`config.mk`:
```
export PLATFORM = sky130hd
export DESIGN_NAME = interleaved_adc_output_control
export DESIGN_NICKNAME = d
export VERILOG_FILES = /design/src/interleave_pkg.sv /design/src/sample_fifo.sv /design/src/chan_correct.sv /design/src/interleaved_adc_output_control.sv
export VERILOG_INCLUDE_DIRS = /design/src
export SDC_FILE = /design/constraint.sdc
export NUM_CORES = 2
export LEC_CHECK = 0
export ABC_AREA = 1
export BUFFER_PORTS_ARGS = -buffer_cell sky130_fd_sc_hd__buf_2
export CAP_MARGIN = 15
export CORE_MARGIN = 2
export CORE_UTILIZATION = 45
export CTS_CLUSTER_SIZE = 30
export DETAILED_ROUTE_END_ITERATION = 12
export PLACE_DENSITY = 0.62
export SLEW_MARGIN = 30
export SYNTH_ARGS = -nofsm -noshare
export SYNTH_HDL_FRONTEND = slang
export SYNTH_SLANG_ARGS = --single-unit
```
`constraint.sdc`:
```
create_clock -name ref_clk_i -period 6.89 [get_ports ref_clk_i]
set_input_delay 1.7225 -clock ref_clk_i [delete_from_list [all_inputs] [get_ports ref_clk_i]]
set_output_delay 1.7225 -clock ref_clk_i [all_outputs]
set_load 0.02 [all_outputs]
```
`src/interleave_defines.svh`:
```
// Timing counts and reset values for the interleaved converter output block
`ifndef INTERLEAVE_DEFINES_SVH
`define INTERLEAVE_DEFINES_SVH
`define CLK_PERIOD_PS 25000
`define RST_MIN_NS 200
`define RST_MIN_CYC ((`RST_MIN_NS * 1000 + `CLK_PERIOD_PS - 1) / `CLK_PERIOD_PS)
`define RELOAD_MAX_MS 600
`define RELOAD_MAX_CYC ((`RELOAD_MAX_MS * 64'd1000000000) / `CLK_PERIOD_PS)
`define CFG_WORDS 8
`define GAIN_UNITY 16'h4000
`define SAMPLE_W 12
`define FIFO_DEPTH 16
`endif

```
`src/interleave_pkg.sv`:
```
// Types shared by the interleaved converter output block
package interleave_pkg;
  typedef struct packed {
    logic [11:0] a;
    logic [11:0] b;
  } sample_pair_t;
  typedef struct packed {
    logic [15:0] gain;
    logic signed [11:0] offset;
    logic signed [3:0] skew;
  } chan_cfg_t;
  typedef enum logic [1:0] {ST_HOLD, ST_LOAD, ST_RUN} boot_state_t;
endpackage : interleave_pkg

```
`src/sample_fifo.sv`:
```
// Synchronous FIFO with valid/ready on both sides
`timescale 1ns/1ps
`default_nettype none
module sample_fifo #(
  parameter int WIDTH = 24,
  parameter int DEPTH = 16
) (
  input wire logic ref_clk_i,
  input wire logic srst_i,
  input wire logic [WIDTH-1:0] in_data_i,
  input wire logic in_valid_i,
  output logic in_ready_o,
  output logic [WIDTH-1:0] out_data_o,
  output logic out_valid_o,
  input wire logic out_ready_i
);
  localparam int AW = $clog2(DEPTH);
  logic [WIDTH-1:0] mem [DEPTH];
  logic [AW:0] wr_r;
  logic [AW:0] rd_r;
  wire full = (wr_r[AW] != rd_r[AW]) && (wr_r[AW-1:0] == rd_r[AW-1:0]);
  wire empty = (wr_r == rd_r);
  wire push = in_valid_i && !full;
  wire pop = out_valid_o && out_ready_i;
  assign in_ready_o = !full;
  assign out_valid_o = !empty;
  assign out_data_o = mem[rd_r[AW-1:0]];
  always_ff @(posedge ref_clk_i) begin
    if (push) mem[wr_r[AW-1:0]] <= in_data_i;
  end
  always_ff @(posedge ref_clk_i) begin
    if (srst_i) begin
      wr_r <= '0;
      rd_r <= '0;
    end else begin
      if (push) wr_r <= wr_r + 1'b1;
      if (pop) rd_r <= rd_r + 1'b1;
    end
  end
endmodule : sample_fifo
`default_nettype wire

```
`src/chan_correct.sv`:
```
// One channel's gain, offset and timing-skew correction stage
`timescale 1ns/1ps
`default_nettype none
`include "interleave_defines.svh"
module chan_correct (
  input wire logic ref_clk_i,
  input wire logic srst_i,
  input wire logic [11:0] raw_i,
  input wire interleave_pkg::chan_cfg_t cfg_i,
  input wire logic bypass_i,
  output logic [11:0] corr_o
);
  logic signed [11:0] prev_r;
  wire signed [11:0] raw_s = raw_i;
  wire signed [12:0] diff = 13'(raw_s) - 13'(prev_r);
  wire signed [16:0] skew_term = (17'(diff) * 17'(cfg_i.skew)) >>> 4;
  wire signed [29:0] prod = 30'(raw_s) * 30'($signed({1'b0, cfg_i.gain}));
  wire signed [17:0] scaled = 18'(prod >>> 14);
  wire signed [18:0] sum = 19'(scaled) + 19'(cfg_i.offset) + 19'(skew_term);
  wire signed [11:0] sat = (sum > 19'sd2047) ? 12'sh7ff :
                           (sum < -19'sd2048) ? 12'sh800 : sum[11:0];
  always_ff @(posedge ref_clk_i) begin
    if (srst_i) begin
      prev_r <= '0;
      corr_o <= '0;
    end else begin
      prev_r <= raw_s;
      corr_o <= bypass_i ? raw_i : sat;
    end
  end
endmodule : chan_correct
`default_nettype wire

```
`src/interleaved_adc_output_control.sv`:
```
// Encode halving, channel correction, output buses and reset/reload control
// What this block does
// RULE1: The encode clock is halved and the two channel clocks are in antiphase.
// RULE2: Each channel's samples get a gain, offset and timing-skew correction.
// RULE3: Samples leave on two 12-bit buses, each at half the conversion rate.
// RULE4: Every output word is twos complement.
// RULE5: A data-ready strobe goes with each bus to time the capture.
// RULE6: Configuration is loaded from storage automatically at power-up.
// RULE7: An active-low reset input forces a complete reload of configuration.
// RULE8: During reset and reload all data and data-ready outputs are held high.
// RULE9: The outside holds reset low for at least 200 ns.
// RULE10: Reload starts on the rising edge of reset, not while it is low.
// RULE11: Reload finishes within 600 ms of reset release.
// RULE12: Resumed data-ready activity marks the end of reset and reload.
// RULE13: An asynchronous capture-sync pulse is held high at least 5 ns; it is sampled every 25 ns, so a pulse under 25 ns can be missed.
// RULE14: While capture-sync is high both data-ready strobes are suppressed.
// RULE15: After capture-sync release both strobes restart on the next channel A strobe.
// RULE16: Unused capture-sync is tied to digital ground.
// RULE17: Each bus carries one channel; its strobe toggles once per word.
`timescale 1ns/1ps
`default_nettype none
`include "interleave_defines.svh"
module interleaved_adc_output_control #(
  parameter int SW = `SAMPLE_W,
  parameter int DEPTH = `FIFO_DEPTH,
  parameter int CFG_N = `CFG_WORDS,
  parameter longint RELOAD_CYC = `RELOAD_MAX_CYC
) (
  input wire logic ref_clk_i,
  input wire logic srst_i,
  input wire logic reset_n_i,
  input wire logic capture_sync_i,
  input wire logic bypass_i,
  output logic conv_clk_a_o,
  output logic conv_clk_b_o,
  input wire logic [SW-1:0] raw_a_i,
  input wire logic [SW-1:0] raw_b_i,
  output logic [3:0] cfg_addr_o,
  input wire logic [15:0] cfg_data_i,
  output logic [SW-1:0] channel_a_data_o,
  output logic [SW-1:0] channel_b_data_o,
  output logic channel_a_data_ready_o,
  output logic channel_b_data_ready_o,
  output logic fifo_in_ready_o
);
  // Pin synchronisers
  logic rst_s1_r, rst_s2_r, rst_s3_r;
  logic sync_s1_r, sync_s2_r;
  logic [SW-1:0] raw_a_s1_r, raw_a_s2_r, raw_b_s1_r, raw_b_s2_r;
  always_ff @(posedge ref_clk_i) begin
    if (srst_i) begin
      // Idle level of the pin, so leaving srst shows no false release
      rst_s1_r <= 1'b1;
      rst_s2_r <= 1'b1;
      rst_s3_r <= 1'b1;
      sync_s1_r <= 1'b0;
      sync_s2_r <= 1'b0;
    end else begin
      rst_s1_r <= reset_n_i;
      rst_s2_r <= rst_s1_r;
      rst_s3_r <= rst_s2_r;
      sync_s1_r <= capture_sync_i;
      sync_s2_r <= sync_s1_r;
    end
  end
  // Data pins are sampled without reset; their value matters only in run
  always_ff @(posedge ref_clk_i) begin
    raw_a_s1_r <= raw_a_i;
    raw_a_s2_r <= raw_a_s1_r;
    raw_b_s1_r <= raw_b_i;
    raw_b_s2_r <= raw_b_s1_r;
  end
  wire rst_low = !rst_s2_r;
  wire rst_rise = rst_s2_r && !rst_s3_r;

  // Encode halving; channel B is the complement of A
  logic half_r;
  always_ff @(posedge ref_clk_i) begin
    if (srst_i) half_r <= 1'b0;
    else half_r <= !half_r; // see RULE1
  end
  assign conv_clk_a_o = half_r;
  assign conv_clk_b_o = !half_r; // see RULE1

  // Boot and reload sequencer
  interleave_pkg::boot_state_t st_r, st_nxt;
  logic [3:0] ld_idx_r;
  logic [63:0] ld_cnt_r;
  interleave_pkg::chan_cfg_t cfg_a_r, cfg_b_r;
  wire load_done = (ld_idx_r == 4'(CFG_N - 1));
  always_comb begin
    st_nxt = st_r;
    unique case (st_r)
      interleave_pkg::ST_HOLD: if (rst_rise) st_nxt = interleave_pkg::ST_LOAD; // see RULE10
      interleave_pkg::ST_LOAD: if (rst_low) st_nxt = interleave_pkg::ST_HOLD;
                               else if (load_done) st_nxt = interleave_pkg::ST_RUN;
      interleave_pkg::ST_RUN: if (rst_low) st_nxt = interleave_pkg::ST_HOLD; // see RULE7
      // The unused fourth code recovers by reloading
      default: st_nxt = interleave_pkg::ST_LOAD;
    endcase
  end
  always_ff @(posedge ref_clk_i) begin
    if (srst_i) st_r <= interleave_pkg::ST_LOAD; // see RULE6
    else st_r <= st_nxt;
  end
  // Storage is read one word per cycle; far below the reload ceiling
  always_ff @(posedge ref_clk_i) begin
    if (srst_i || st_r != interleave_pkg::ST_LOAD) begin
      ld_idx_r <= '0;
      ld_cnt_r <= '0;
    end else begin
      ld_idx_r <= ld_idx_r + 4'd1;
      ld_cnt_r <= ld_cnt_r + 64'd1; // see RULE11
    end
  end
  assign cfg_addr_o = ld_idx_r;
  always_ff @(posedge ref_clk_i) begin
    if (srst_i) begin
      cfg_a_r <= '{gain: `GAIN_UNITY, offset: 12'sh000, skew: 4'sh0};
      cfg_b_r <= '{gain: `GAIN_UNITY, offset: 12'sh000, skew: 4'sh0};
    end else if (st_r == interleave_pkg::ST_LOAD) begin
      unique case (ld_idx_r)
        4'd0: cfg_a_r.gain <= cfg_data_i; // see RULE6
        4'd1: cfg_a_r.offset <= cfg_data_i[11:0];
        4'd2: cfg_a_r.skew <= cfg_data_i[3:0];
        4'd3: cfg_b_r.gain <= cfg_data_i;
        4'd4: cfg_b_r.offset <= cfg_data_i[11:0];
        4'd5: cfg_b_r.skew <= cfg_data_i[3:0];
        default: ;
      endcase
    end
  end
  wire running = (st_r == interleave_pkg::ST_RUN);

  // Correction per channel
  logic [SW-1:0] corr_a, corr_b;
  chan_correct u_corr_a (
    .ref_clk_i(ref_clk_i),
    .srst_i(srst_i),
    .raw_i(raw_a_s2_r),
    .cfg_i(cfg_a_r),
    .bypass_i(bypass_i),
    .corr_o(corr_a) // see RULE2
  );
  chan_correct u_corr_b (
    .ref_clk_i(ref_clk_i),
    .srst_i(srst_i),
    .raw_i(raw_b_s2_r),
    .cfg_i(cfg_b_r),
    .bypass_i(bypass_i),
    .corr_o(corr_b) // see RULE2
  );

  // Sample pairs enter the FIFO once per half-rate period
  interleave_pkg::sample_pair_t in_pair, out_pair;
  logic out_valid, out_ready;
  assign in_pair = '{a: corr_a, b: corr_b}; // see RULE4
  wire in_valid = running && half_r;
  sample_fifo #(.WIDTH(2 * SW), .DEPTH(DEPTH)) u_fifo (
    .ref_clk_i(ref_clk_i),
    .srst_i(srst_i || !running),
    .in_data_i(in_pair),
    .in_valid_i(in_valid),
    .in_ready_o(fifo_in_ready_o),
    .out_data_o(out_pair),
    .out_valid_o(out_valid),
    .out_ready_i(out_ready)
  );

  // Output side: one word per half-rate period, strobe toggles per word
  logic phase_r, gate_r, strobe_r;
  logic [SW-1:0] da_r, db_r;
  assign out_ready = running && phase_r;
  wire emit = out_valid && out_ready;
  always_ff @(posedge ref_clk_i) begin
    if (srst_i || !running) phase_r <= 1'b0;
    else phase_r <= !phase_r;
  end
  // Gate opens only on a new word, so both strobes restart together on A
  always_ff @(posedge ref_clk_i) begin
    if (srst_i || !running || sync_s2_r) gate_r <= 1'b0; // see RULE14
    else if (emit) gate_r <= 1'b1; // see RULE15
  end
  always_ff @(posedge ref_clk_i) begin
    if (srst_i || !running) begin
      strobe_r <= 1'b0;
      da_r <= {SW{1'b1}};
      db_r <= {SW{1'b1}};
    end else if (emit) begin
      strobe_r <= 1'b1; // see RULE17
      da_r <= out_pair.a; // see RULE3
      db_r <= out_pair.b;
    end else begin
      strobe_r <= 1'b0; // see RULE17
    end
  end
  wire hold_high = !running;
  wire strobe_on = gate_r && !sync_s2_r;
  assign channel_a_data_o = hold_high ? {SW{1'b1}} : da_r; // see RULE8
  assign channel_b_data_o = hold_high ? {SW{1'b1}} : db_r; // see RULE8
  assign channel_a_data_ready_o = hold_high ? 1'b1 : (strobe_on && strobe_r); // see RULE5
  assign channel_b_data_ready_o = hold_high ? 1'b1 : (strobe_on && strobe_r); // see RULE12
endmodule : interleaved_adc_output_control
`default_nettype wire

```
== Word-level counts from Yosys, hierarchy flattened ==
Memory sizes are Yosys's and may differ from the RTL's. A register that Yosys moved wholly into a read port is not among the register bits.
Index checks and enable logic that the tools add are counted.
W data, S select, Z words.
Operators by class
  equal/unequal tests: 15
  reduce and logical (&&, ||, !) cells: 27
  order comparisons: 4
  add/sub/neg operators: 9
  muxes and demuxes: 17
  $mul: 4
Operators with widths (count)
  $mux W12: 8
  $mul A12 B17 Y29: 2
  $gt A19 B12 Y1 const B: 2
  $lt A19 B12 Y1 const B: 2
  $add A16 B13 Y17: 2
  $mul A13 B4 Y17: 2
  $add A15 B12 Y16: 2
  $sub A12 B12 Y13: 2
  $eq A4 B3 Y1 const B: 3
  $reduce_and A2 Y1: 6
  $add A5 B1 Y5 const B: 2
  $eq A4 B2 Y1 const B: 2
  $logic_and A1 B1 Y1: 8
  $mux W2: 4
  $logic_not A1 Y1: 7
  $pmux W2 S3: 1
  $eq A5 B5 Y1: 1
  $add A4 B1 Y4 const B: 1
  $eq A4 B1 Y1 const B: 1
  $eq A4 B4 Y1: 1
  $logic_not A4 Y1: 1
  $mux W1: 4
  $ne A2 B2 Y1 const B: 2
  $logic_or A1 B1 Y1: 3
  other kinds (7): 7
Storage, ports and cells
  bits of input ports: 45
  output and inout bits: 33
  register bits: 185
  memories: 1
  memory bits (writable): 384
Memory list
  u_fifo.mem: words 16, bits a word 24, rd ports 1, clocked after Yosys merged registers in 1, wr ports 1, RTL line sample_fifo.sv:18  | logic [WIDTH-1:0] mem [DEPTH];

== Depth between registers and ports, before layout ==
  depth in word-level cells: 7
  gate-level depth with buffers: 44
  mapped depth without buffers: 44

== Modules after synthesis ==
Synthesis repeated with hierarchy kept, for this count alone.
Unflattened totals
  cell total of the unflattened synthesis: 4774
  area, all modules: 42580.8 µm²
Modules (own cells, without submodules)
  sample_fifo: times used 1, seq. area each 11811.3 µm², cells an instance 1338, area each 16393.2 µm²
  chan_correct (u_corr_b): times used 1, seq. area each 480.5 µm², cells an instance 1458, area each 10686.5 µm²
  chan_correct (u_corr_a): times used 1, seq. area each 480.5 µm², cells an instance 1430, area each 10598.9 µm²
  interleaved_adc_output_control: times used 1, seq. area each 3022.9 µm², cells an instance 548, area each 4902.2 µm²

== Least setup slack after synthesis ==
No wires, ideal clock.
  kind: reg2reg
  start: register raw_b_s2_r[6]
  end: register u_corr_b.corr_o[10]
  path buffers: 2
  period minus slack after synthesis: 6.921 ns
  cell stages (with the launch flop): 33
  arrival: 6.796 ns
  slack: -0.031 ns
  path through: dfxtp_1 clkbuf_1 clkbuf_1 nand2_1 fa_1 inv_1 fa_1 fa_1 fa_1 inv_1 fa_1 inv_1 ha_1 a21oi_1 a21boi_0 nand2_1 a21oi_1 o21ai_0 nand2_1 nand2_1 xor2_1 fa_1 inv_1 ha_1 nand2_1 inv_1 a21oi_2 nand3_2 a21oi_1 xor2_1 nand2_2 nand2_1 a21oi_1
On the way
  word-level cells in the longest chain between the ends: 7
  elaborated cells between the ends (all ways): 10
  classes of those cells: 3 x add/sub; 2 x mul; 2 x order compare; 3 x mux
Ends and longest elaborated chain
  start: declaration: RTL line interleaved_adc_output_control.sv:49  | logic [SW-1:0] raw_a_s1_r, raw_a_s2_r, raw_b_s1_r, raw_b_s2_r;
  start signal: assignment: RTL line interleaved_adc_output_control.sv:71  | raw_b_s2_r <= raw_b_s1_r;
  $mul A12 B17 Y29 or $sub A12 B12 Y13 (tied branches): RTL line chan_correct.sv:17, chan_correct.sv:15
  $add A15 B12 Y16 or $mul A13 B4 Y17 (tied branches): RTL line chan_correct.sv:19, chan_correct.sv:16
  $add A16 B13 Y17 (*): RTL line chan_correct.sv:19  | wire signed [18:0] sum = 19'(scaled) + 19'(cfg_i.offset) + 19'(skew_term);
  $lt A19 B12 Y1: RTL line chan_correct.sv:21  | (sum < -19'sd2048) ? 12'sh800 : sum[11:0];
  $mux W12: RTL line chan_correct.sv:21
  $mux W12 (*): RTL line chan_correct.sv:20  | wire signed [11:0] sat = (sum > 19'sd2047) ? 12'sh7ff :
  $mux W12 (*): RTL line chan_correct.sv:28  | corr_o <= bypass_i ? raw_i : sat;
  end signal: assignment: RTL line chan_correct.sv:28
  end: declaration: RTL line chan_correct.sv:11  | output logic [11:0] corr_o
Every way passes the cells marked *; elsewhere a longest branch is shown, timed or not.
A chain may end at the register's enable or synchronous reset.

== Worst setup path in the final report ==
  start: register raw_b_s2_r[11]
  end: register u_corr_b.corr_o[6]
The elaborated chain is that of the path after synthesis.

==> metrics.md <==
| Metric | Value |
|---|---|
| Fmax achieved | 0.146 GHz |
| Grt ovf | 0 |
| Core Region | 91400 um^2 |
| Filler Cell Count | 7769 |
| Synth Cell Area | 41400 um^2 |
| Most frequent CP cell | fa_1 |
| Worst path arrival time | 7.35 ns |
| Critical path destination | u_corr_b.corr_o[6] |
| Initial core utilization | 45.3% |
| GRT Util Overall | 23.7% |
| Nets | 5632 |
| CTS buffer count | 67 |
| I/O Pins | 78 |
| Final WL | 113 mm |
| Top-area cell type share of the netlist area | 27.8% |
| CTS root buf | clkbuf_16 |
| Register area share after synthesis | 38.0% |
| Tcrit/Tclk final | 99.4% |
| Internal reg-to-reg setup slack | 0.04 ns |
| First-pass GRT wire length | 175 mm |
| Iteration-0 DRC Markers | 2181 |
| Delay-heaviest family, CP | adder cells |
| Hold_sp | raw_b_s1_r[4] |
| Avg Inst Size Synth | 9.20 um^2 |
| Met3 usage | 2.87% |
| Rows | 111 |
| FF/Latch Area | 15800 um^2 |
| Synth top area cells | edfxtp_1, fa_1, dfxtp_1 |
| Via Count | 31900 |
| Post-synthesis register bit count | 593 |
| Cells after synthesis | 4503 |
| DIE AREA | 94500 um^2 |
| DR WL/cell | 18.3 um |
| Netlist cell types | 55 |
| Startpoint Class | flop |
| DR pass1 iterations | 7 |
| Reg2reg start | raw_b_s2_r[11] |
| Max clock buf depth | 3 |
| YS warnings | 0 |
| Worst path max stage delay | 0.54 ns |
| P&R area growth vs syn | 26.1% |
| Port bufs | 77 |
| GP Congestion | 0.864 |
| R2R depth | 32 |
| Die Height | 307 um |
| Clock slew at reported path FFs | 0.06 ns |
| Largest net degree at the start of global routing | 86 |
| Clock latency on the worst-skew pair | 0.62 ns |
| Net Count, Synth | 5196 |
| Reg2reg end | u_corr_b.corr_o[6] |
| Critical setup path kind | flop to flop |
| HPWL Detailed | 79.6 mm |
| Top Usage Layer GRT | met2 |
| RSZ-0062 raised after global routing | yes |
| Hold/Removal Path Class | flop to flop |
| Detail Route Antenna Nets | 0 |
| Worst Tran Pin Value | 0.930 ns |
| Final hold violation count | 0 |
| Setup crit end kind | flop |
| Final setup TNS | 0 ns |
| Area of the multi-input gates | 24900 um^2 |
| Min cycle time layout | 6.85 ns |
| Die Wd | 307 um |
| Initial antenna violation count | 1 |
| Crit-path max FO | 11 |
| Critical-path top delay cell | fa_1 |
| Setup skew after layout | 0.0257 ns |
| Slew HR | 38.0% |
| Crit path buf inv count | 9 |
| Vias in the first global route | 31600 |
| Commonest non-fill, non-tap cells in the layout | inv_1, nand2_1, nor2_1 |
| Met1 global-route usage | 33.2% |
| CP required | 7.39 ns |
| CTS tree | built |
| Status | finished clean |
| Total of max-cap violations | 0 |
| CP Depth | 32 |
| Largest area contributor in the netlist | edfxtp_1 |
| Remaining DRCs | 0 |
| GR Util met2 | 38.9% |
| Vias per inst | 5.17 |
| Htree depth | 3 |
| Clock sink count | 593 |
| Worst Setup SP | raw_b_s2_r[11] |
| Commonest non-fill, non-tap cell in the layout | inv_1 |
| Setup-failing EPs final | 0 |
| Layout cells sized above 1 | 25.9% |
| Slew Limit Fails | 0 |
| WHS Path Cells | 0 |
| Hold_buf cts | 0 |
==> worst min path at each step <==
stage          slack [ns]             to
2_1_floorplan        0.31  raw_a_s2_r[0]
3_3_place_gp         0.31  raw_b_s2_r[9]
3_5_place_dp         0.31  raw_b_s2_r[0]
4_1_cts              0.32  raw_b_s2_r[4]
5_1_grt              0.33  raw_b_s2_r[4]
6_report             0.32  raw_b_s2_r[4]
==> metrics by stage <==
stage | utilization, % | cells | hold slack (ns) | setup slack (ns) | cell area [um^2]
6_report | 57.2 | 6177 | 0.318 | 0.0381 | 52200
5_1_grt | 57.2 | 6176 | 0.328 | -0.276 | 52200
4_1_cts | 54.8 | 6135 | 0.316 | -0.00335 | 50100
3_5_place_dp | 50.7 | 5988 | 0.312 | -0.520 | 46300
3_3_place_gp | 50.2 | 5970 | 0.310 | -0.570 | 45900
2_1_floorplan | - | 4503 | 0.310 | 0.000105 | 41400
==> logic make-up after synthesis <==
group / Yosys count / synth area share (%)
buffers and inverters: 980 / 9.09
XOR/XNOR: 99 / 2.09
adder cells (fa/ha/maj): 648 / 26.2
multiplexers: 37 / 0.894
flip-flops: 593 / 38.0
AO/OA/AOI/OAI: 592 / 8.59
AND/OR/NAND/NOR: 1554 / 15.2
==> area by class of cell <==
type | count | area share [%]
repair buffers | 558 | 9.39
multi-input cells | 2931 | 47.7
clock buffers | 85 | 3.46
well taps | 1186 | 2.84
inverters | 788 | 5.68
diodes | 1 | 0.00479
clock inverters | 35 | 0.642
flip-flops and latches | 593 | 30.3
==> cells in the mapped netlist, drive strengths merged <==
library cell,number
a31oi,7
nand3,117
a41oi,1
dfxtp,209
o211a,2
xor2,64
nor3b,3
o2111ai,1
o21bai,7
buf,52
nor3,22
ha,282
nor2,487
a211oi,2
nor4,7
a21oi,197
a31o,1
o21ai,238
nand2,851
clkbuf,140
o32ai,59
fa,366
edfxtp,384
xnor2,35
nand4,18
and2,4
or2,44
a21boi,3
o221a,1
o221ai,37
o21a,3
a21o,12
inv,785
clkinv,3
o211ai,16
o21ba,1
o31ai,4
mux2i,37
and3,1
==> state kept, by name, indices dropped and copies added, names as in the netlist, 2 cells and up <==
signal           count
cfg_a_r             32
cfg_addr_o           4
cfg_b_r             32
da_r                12
db_r                12
raw_a_s1_r          12
raw_a_s2_r          12
raw_b_s1_r          12
raw_b_s2_r          12
st_r                 2
u_corr_a.corr_o     12
u_corr_a.prev_r     12
u_corr_b.corr_o     12
u_corr_b.prev_r     12
u_fifo.mem         384
u_fifo.rd_r          5
u_fifo.wr_r          5
==> repair_timing <==
action                     4_1_cts  5_1_grt
setup buffers                   27       42
gates cloned                     3        2
setup endpoints to repair       24       24
pin swaps                      106      208
gates resized for setup        290      427
==> layer usage <==
layer / routed length [um] / vias up
li1: - / 15200
met1: 51100 / 15700
met2: 53600 / 783
met3: 5740 / 171
met4: 2790 / 2
met5: 13 / -
Power is left out: the tool's default activity adds up to more than one toggle a clock period on the data nets, which glitch-free logic cannot reach.
